<file path="config.mk">
export PLATFORM = sky130hd
export DESIGN_NAME = spi_shift_core
export DESIGN_NICKNAME = d
export VERILOG_FILES = /design/src/include/spi_shift_pkg.sv /design/src/hw/spi_baud_gen.sv /design/src/hw/spi_shift_core.sv
export SDC_FILE = /design/constraint.sdc
export NUM_CORES = 1
export LEC_CHECK = 0
export BUFFER_PORTS_ARGS = -buffer_cell sky130_fd_sc_hd__buf_4
export CELL_PAD_IN_SITES_DETAIL_PLACEMENT = 2
export CELL_PAD_IN_SITES_GLOBAL_PLACEMENT = 2
export CORE_MARGIN = 1.5
export CORE_UTILIZATION = 40
export CTS_CLUSTER_SIZE = 10
export DETAILED_ROUTE_END_ITERATION = 8
export PLACE_DENSITY = 0.86
export REMOVE_ABC_BUFFERS = 1
export SLEW_MARGIN = 20
export SYNTH_ARGS = -nofsm -noshare
export SYNTH_HDL_FRONTEND = slang
export SYNTH_SLANG_ARGS = --single-unit
</file>
<file path="constraint.sdc">
create_clock -name sys_clk -period 5.8 [get_ports sys_clk]
set_input_delay 0 -clock sys_clk [delete_from_list [all_inputs] [get_ports sys_clk]]
set_output_delay 0 -clock sys_clk [all_outputs]
set_load 0.005 [all_outputs]
</file>
<file path="src/include/spi_shift_pkg.sv">
// Types and constants shared by the serial shift port files
package spi_shift_pkg;
  localparam logic [2:0] OFS_MODE = 3'h0;
  localparam logic [2:0] OFS_TX = 3'h1;
  localparam logic [2:0] OFS_RX = 3'h2;
  localparam logic [2:0] OFS_STAT = 3'h3;
  localparam logic [2:0] OFS_DIV = 3'h4;
  localparam logic [15:0] MODE_RST = 16'h0007;
  localparam logic [7:0] DIV_RST = 8'h00;
  localparam logic [3:0] LEN_MIN = 4'h3;
  localparam logic [15:0] IDLE_FILL = 16'hFFFF;
  localparam int ST_TXFULL = 0;
  localparam int ST_RXFULL = 1;
  localparam int ST_BUSY = 2;
  localparam int ST_OVR = 3;
  localparam int ST_MME = 4;
  // Clock rate and the shortest half period of the shift clock in each role
  localparam int SYS_CLK_HZ = 40000000;
  localparam int MASTER_HALF_CYC = 2;
  localparam int SLAVE_HALF_CYC = 1;
  localparam int MASTER_SCLK_MAX_HZ = SYS_CLK_HZ / (2 * MASTER_HALF_CYC);
  localparam int SLAVE_SCLK_MAX_HZ = SYS_CLK_HZ / (2 * SLAVE_HALF_CYC);

  typedef enum logic [0:0] {S_IDLE = 1'b0, S_SHIFT = 1'b1} fsm_t;

  // Layout of port_mode_control_reg
  typedef struct packed {
    logic rsv15;
    logic loopBack;
    logic clockIdleLevelBit;
    logic clockPhase;
    logic openDrain;
    logic rsv10;
    logic master;
    logic enable;
    logic contMode;
    logic [2:0] rsv;
    logic [3:0] charLen;
  } mode_t;

  typedef struct packed {
    logic [2:0] addr;
    logic [15:0] wrData;
    logic wrStb;
    logic rdStb;
  } bus_req_t;

  typedef struct packed {
    logic serialShiftClock;
    logic masterOutSlaveInLine;
    logic masterInSlaveOutLine;
    logic slaveSelectInputN;
  } pin_in_t;

  typedef struct packed {
    logic sclkO;
    logic sclkOe;
    logic mosiO;
    logic mosiOe;
    logic misoO;
    logic misoOe;
    logic selOutN;
  } pin_out_t;

  typedef struct packed {
    logic srcPrev;
    logic [7:0] cnt;
    logic tick;
  } baud_t;
endpackage

</file>
<file path="src/hw/spi_baud_gen.sv">
// Baud rate generator: divides the baud source clock into shift clock half periods
`timescale 1ns/1ps
module spi_baud_gen
  import spi_shift_pkg::*;
(
  input wire logic sys_clk,
  input wire logic rstN,
  input wire logic run,
  input wire logic baudSourceClock,
  input wire logic [7:0] ratio,
  output logic tick
);
  baud_t r;
  baud_t next_r;

  always_comb begin
    next_r = r;
    next_r.srcPrev = baudSourceClock;
    next_r.tick = 1'b0;
    if (!run) begin
      next_r.cnt = 8'h00;
    end else if (baudSourceClock && !r.srcPrev) begin
      // One half period every ratio+1 source rising edges
      if (r.cnt == ratio) begin
        next_r.cnt = 8'h00;
        next_r.tick = 1'b1;
      end else begin
        next_r.cnt = r.cnt + 8'h01;
      end
    end
  end

  always_ff @(posedge sys_clk or negedge rstN) begin
    if (!rstN) begin
      r <= '0;
    end else begin
      r <= next_r;
    end
  end

  assign tick = r.tick;
endmodule

</file>
<file path="src/hw/spi_shift_core.sv">
// Serial shift port core: registers, shift engine, pin control
`timescale 1ns/1ps
module spi_shift_core
  import spi_shift_pkg::*;
(
  input wire logic sys_clk,
  input wire logic arst_n,
  input spi_shift_pkg::bus_req_t bus,
  output logic [15:0] rdData,
  input spi_shift_pkg::pin_in_t pinIn,
  output spi_shift_pkg::pin_out_t pinOut,
  input wire logic baudSourceClock,
  output logic multiMasterError
);
  import spi_shift_pkg::*;

  typedef struct packed {
    mode_t mode;
    logic [7:0] div;
    logic [15:0] txHold;
    logic txFull;
    logic [15:0] rxHold;
    logic rxFull;
    logic ovr;
    logic mme;
    fsm_t fsm;
    logic [15:0] sh;
    logic [15:0] lastTx;
    logic [3:0] cnt;
    logic smp;
    logic outBit;
    logic sclk;
    logic sclkPrev;
    pin_out_t pins;
    logic [15:0] rdData;
  } core_t;

  core_t r;
  core_t next_r;
  logic [1:0] rstPipe;
  logic rstN;
  logic baudTick;
  logic baudRun;
  logic charDone;

  function automatic logic [3:0] effLen(input logic [3:0] code);
    effLen = (code < LEN_MIN) ? LEN_MIN : code;
  endfunction

  function automatic logic [15:0] lenMask(input logic [3:0] len);
    lenMask = IDLE_FILL >> (4'hF - len);
  endfunction

  function automatic logic odEnable(input logic drive, input logic od, input logic val);
    odEnable = drive && (!od || !val);
  endfunction

  always_ff @(posedge sys_clk or negedge arst_n) begin
    if (!arst_n) begin
      rstPipe <= 2'b00;
    end else begin
      rstPipe <= {rstPipe[0], 1'b1};
    end
  end
  assign rstN = rstPipe[1];

  // Generator only runs while a master character is on the wire
  assign baudRun = r.mode.enable && r.mode.master && !r.mme && r.fsm == S_SHIFT;

  spi_baud_gen baudGen (
    .sys_clk(sys_clk),
    .rstN(rstN),
    .run(baudRun),
    .baudSourceClock(baudSourceClock),
    .ratio(r.div),
    .tick(baudTick)
  );

  always_comb begin
    logic master;
    logic active;
    logic inBit;
    logic edgeNow;
    logic lead;
    logic doLoad;
    logic [3:0] len;
    logic [15:0] ld;
    logic [15:0] rxWord;
    next_r = r;
    charDone = 1'b0;
    doLoad = 1'b0;
    ld = IDLE_FILL;
    rxWord = 16'h0000;
    edgeNow = 1'b0;
    lead = 1'b0;
    master = r.mode.master;
    active = r.mode.enable && !r.mme;
    len = effLen(r.mode.charLen);
    next_r.rdData = 16'h0000;
    next_r.sclkPrev = pinIn.serialShiftClock;

    // Register port first, so that hardware sets below win over clears
    if (bus.wrStb) begin
      case (bus.addr)
        OFS_MODE: next_r.mode = mode_t'(bus.wrData);
        OFS_TX: begin
          if (!r.txFull) begin
            next_r.txHold = bus.wrData;
            next_r.txFull = 1'b1;
          end
        end
        OFS_STAT: begin
          if (bus.wrData[ST_OVR]) next_r.ovr = 1'b0;
          if (bus.wrData[ST_MME]) next_r.mme = 1'b0;
        end
        OFS_DIV: next_r.div = bus.wrData[7:0];
        default: ;
      endcase
    end
    if (bus.rdStb) begin
      case (bus.addr)
        OFS_MODE: next_r.rdData = r.mode;
        OFS_TX: next_r.rdData = r.txHold;
        OFS_RX: begin
          next_r.rdData = r.rxHold;
          next_r.rxFull = 1'b0;
        end
        OFS_STAT: next_r.rdData = {11'h000, r.mme, r.ovr, r.fsm == S_SHIFT, r.rxFull, r.txFull};
        OFS_DIV: next_r.rdData = {8'h00, r.div};
        default: next_r.rdData = 16'h0000;
      endcase
    end

    // Receive source: far line, or our own driven bit in loopback
    inBit = r.mode.loopBack ? r.outBit :
            (master ? pinIn.masterInSlaveOutLine : pinIn.masterOutSlaveInLine);

    // Shift edges: baud ticks as master, gated far clock as slave
    if (master) begin
      edgeNow = baudTick;
      lead = (r.sclk == r.mode.clockIdleLevelBit);
    end else begin
      edgeNow = (pinIn.serialShiftClock != r.sclkPrev) && !pinIn.slaveSelectInputN;
      lead = (r.sclkPrev == r.mode.clockIdleLevelBit);
    end

    case (r.fsm)
      S_IDLE: begin
        next_r.sclk = r.mode.clockIdleLevelBit;
        doLoad = active && (master ? (r.txFull || r.mode.contMode)
                                   : !pinIn.slaveSelectInputN);
      end
      S_SHIFT: begin
        if (!master && pinIn.slaveSelectInputN) begin
          next_r.fsm = S_IDLE;
        end else if (edgeNow) begin
          if (master) next_r.sclk = !r.sclk;
          if (lead) begin
            // Phase 0 samples on the leading edge, phase 1 drives on it
            if (!r.mode.clockPhase) next_r.smp = inBit;
            else next_r.outBit = r.sh[15];
          end else begin
            // In phase 0 out and in move together on the trailing edge; in phase 1 only the sampled bit shifts in here
            next_r.sh = {r.sh[14:0], r.mode.clockPhase ? inBit : r.smp};
            if (!r.mode.clockPhase) next_r.outBit = r.sh[14];
            if (r.cnt == 4'h0) begin
              charDone = 1'b1;
              rxWord = next_r.sh & lenMask(len);
              if (r.rxFull && !(bus.rdStb && bus.addr == OFS_RX)) begin
                next_r.ovr = 1'b1;
              end else begin
                next_r.rxHold = rxWord;
                next_r.rxFull = 1'b1;
              end
              // Next character follows with no gap when one is ready
              doLoad = active && (master ? (r.txFull || r.mode.contMode)
                                         : !pinIn.slaveSelectInputN);
              if (!doLoad) next_r.fsm = S_IDLE;
            end else begin
              next_r.cnt = r.cnt - 4'h1;
            end
          end
        end
      end
      default: next_r.fsm = S_IDLE;
    endcase

    if (doLoad) begin
      // Slave with nothing queued sends ones unless repeating
      if (r.txFull) ld = r.txHold;
      else if (master || r.mode.contMode) ld = r.lastTx;
      else ld = IDLE_FILL;
      next_r.fsm = S_SHIFT;
      next_r.cnt = len;
      next_r.lastTx = ld;
      next_r.sh = ld << (4'hF - len);
      next_r.outBit = next_r.sh[15];
      // Only a consumed word empties the holding register; a write landing now stays
      if (r.txFull) next_r.txFull = 1'b0;
      next_r.sclk = r.mode.clockIdleLevelBit;
    end

    // Another master pulled our select low: stop and let go of the lines
    if (r.mode.enable && master && !pinIn.slaveSelectInputN) begin
      next_r.mme = 1'b1;
    end
    if (!(next_r.mode.enable && !next_r.mme)) begin
      next_r.fsm = S_IDLE;
      next_r.sclk = next_r.mode.clockIdleLevelBit;
    end

    // Pin drivers follow the settled next state; open drain only pulls low
    active = next_r.mode.enable && !next_r.mme;
    master = next_r.mode.master;
    next_r.pins.sclkO = next_r.sclk && !next_r.mode.openDrain;
    next_r.pins.sclkOe = odEnable(active && master, next_r.mode.openDrain, next_r.sclk);
    next_r.pins.mosiO = next_r.outBit && !next_r.mode.openDrain;
    next_r.pins.mosiOe = odEnable(active && master, next_r.mode.openDrain,
                                  next_r.outBit);
    next_r.pins.misoO = next_r.outBit && !next_r.mode.openDrain;
    next_r.pins.misoOe = odEnable(active && !master && !pinIn.slaveSelectInputN,
                                  next_r.mode.openDrain, next_r.outBit);
    next_r.pins.selOutN = !(active && master && next_r.fsm == S_SHIFT);
  end

  always_ff @(posedge sys_clk or negedge rstN) begin
    if (!rstN) begin
      r <= '0;
      r.mode <= mode_t'(MODE_RST);
      r.div <= DIV_RST;
      r.pins.selOutN <= 1'b1;
    end else begin
      r <= next_r;
    end
  end

  assign rdData = r.rdData;
  assign pinOut = r.pins;
  assign multiMasterError = r.mme;
endmodule

</file>
==> flow_summary.ini <==
[run_status]
status = finished, final reports clean

[layout]
final_cells = 999
nNetsFinal = 787
nFillCells = 1855
drive_gt1_share_pct = 22.86
area_growth_pct = 15.89
post-route-util_pct = 47.44
diodes = 0

[setup_path]
crit_path_top_delay_cell = dfrtp_1
critPathKind = flop to flop
path_cells = mux2i_1 -> xor2_1 -> nor3_1 -> nand3_2 -> nand2_1 -> o21ai_0
crit_start = r[117]$_DFF_PN0_
crit_fanout = 29
start_kind = flop
end_kind = flop
critical_path_arrival_ps = 3630
max_stage_delay_ps = 940
cp.required_ps = 6070
r2r-start = r[117]$_DFF_PN0_

[synthesis]
ys_async_sr_fraction_pct = 100.0
synth_area_um2 = 7378
yosys.area.top_type = dfrtp_1
synth_cell_types = 83
synthCells = 732
yosysMostFrequentCell = dfrtp_1
synth.avg_cell_area_um2 = 10.08
yosysWarnings = 0
synth_commonest_cells = dfrtp_1 (131), o21ai_0 (67), nand2_1 (59), nor2_1 (54), mux2_2 (51)
seq_area_frac_synth_pct = 45.85
ys_top_cells_by_area = dfrtp_1 (44%), mux2_2 (7.8%), o21ai_0 (4.5%), mux2i_1 (3.8%), nand2_1 (3.0%)
synth-seq-cells = 135
synth-main-ff-cell = dfrtp_1
synth_top_area_share_pct = 44.43
synth_edf_count = 0

[timing]
fin_skew_ps = 15.61
finalCritPeriodShare_pct = 57.86
setup_ws_ps = 2444
max_freq_ghz = 0.2980
rsz0062_at_grt = false
finalHoldViolCount = 0
relSlewSlack_pct = 35.84
fin_tns_setup_ps = 0
fin_hold_ws_ps = 97.14
tightest_slew_ps = 962.4
setup_viol = 0
final_max_slew_viol_count = 0
fin_crit_ps = 3356

[placement]
dp_hpwl_um = 17340
port_buffers = 51
globalplace.congestion = 0.9708
pre_cts_ws_ps = 2369
dp.cells = 945

[run]
cap_violations = 0

[floorplanning]
start_util_pct = 40.93
die-area_um2 = 19270
num_rows = 49
core_um2 = 18020
io_pins = 52
fp.dieW_um = 138.8
die_y_um = 138.8

[routing]
routed_via_density = 6.245
postRouteAntennaNets = 0
drt_wl_total_um = 27900
wl_per_cell_um = 27.93
drtIter0Drc = 477
drc_errors = 0
vias = 6239
dr.pass1.iters = 5

[grt]
grt_overflow_total = 0
grt_max_degree = 73
grt_pass1_vias = 7087
grt_usage_pct = 29.75
grt_pass1_wl_um = 43510
antenna_found_initial = 2

[worst_hold_path]
hp-start = bus[1]
hp-class = input port to flop

[clock_network]
cts_buffer_depth = 2
cts_max_level = 4
cts_sinks = 135
cts.repair.resized = 0
cts_tree = built
insertion_delay_ps = 440
clkTransAtPathRegs_ps = 70
cts_buffers = 17
cts_root_buf = clkbuf_16

[pwr]
p_leak_nw = 3.686
powerDensity_nw_per_um2 = 448.4
vdd.ir_drop.worst_mv = 0.2278
-- placed cells by master, fill, tap and decap left out, types with 15 or more instances in the layout --
| master | n |
|---|---|
| o21ai_0 | 67 |
| nand2_1 | 59 |
| mux2i_1 | 28 |
| buf_4 | 55 |
| mux2_2 | 51 |
| a21oi_1 | 23 |
| nor2_1 | 54 |
| dlygate4sd3_1 | 22 |
| a22oi_1 | 22 |
| dfrtp_1 | 130 |
| inv_1 | 15 |
| o22ai_1 | 16 |
| nand2b_1 | 16 |
| clkbuf_16 | 17 |
-- routing by layer --
metal	global-route usage (%)	wire [µm]	part of all wire (%)
met1	36.20	11180	40
met2	50.10	13850	50
met3	5.870	1524	5.5
met4	15.52	1330	4.8
met5	0	9	0.032
-- worst paths after layout --
kind	to	slack (ps)	cells past startpoint
max	r[67]$_DFFE_PN0P_	2440	6
min	r[120]$_DFFE_PN0P_	100	4
max reg2reg	r[67]$_DFFE_PN0P_	2440	6
min reg2reg	rstPipe[1]$_DFF_PN0_	360	0
max in group asynchronous	rdData[10]$_DFF_PN0_	3860	1
min in group asynchronous	rstPipe[1]$_DFF_PN0_	430	3
-- per-stage QoR --
step                cell area, µm²  power (mW)
finish                        8551       3.834
detailed placement            7684       2.498
floorplan                     6972       2.053
global route                  8551       3.963
global placement              7684       2.411
CTS                           8544       3.780
-- sequential cells by signal, summed over array words and instances (netlist names) --
signal,cells
baudGen.tick,1
multiMasterError,1
r,100
pinOut,6
rstPipe,2
baudGen.r,9
rdData,16
-- cells by family after synthesis --
logic type / Yosys count / share of synthesized area [%]
compound gates: 199 / 17.94
xor+xnor: 13 / 1.543
fa+ha+maj: 2 / 0.3391
buf+inv: 87 / 6.325
flops: 135 / 45.85
mux: 86 / 13.77
other cells: 1 / 0.05082
simple gates: 209 / 14.18
-- critical path, delay by kind of cell, from the launching register on --
family | cells | cell delay, ps
multiplexers | 1 | 410
XOR/XNOR | 1 | 250
AO/OA/AOI/OAI | 1 | 150
flip-flops | 1 | 940
AND/OR/NAND/NOR | 3 | 1450
-- area by class of cell --
type,count,area [µm²],share of cell area [%]
clock inverter,11,160.2,1.873
clock buffer,21,480.5,5.619
inverter,16,60.06,0.7024
timing repair buffer,77,633.1,7.404
tap,229,286.5,3.351
multi-input combinational,510,3543,41.44
sequential,135,3387,39.61
-- power breakdown --
group          internal (mW)  switching, mW
combinational          0.493          0.730
sequential              1.13          0.282
clock                  0.732          0.473
-- timing repair --
action	CTS	global route
setup endpoints to repair	0	0
setup buffers	0	0
hold buffers	22	0
endpoints found under the hold margin	59	0
(Power assumes the default switching activity.)
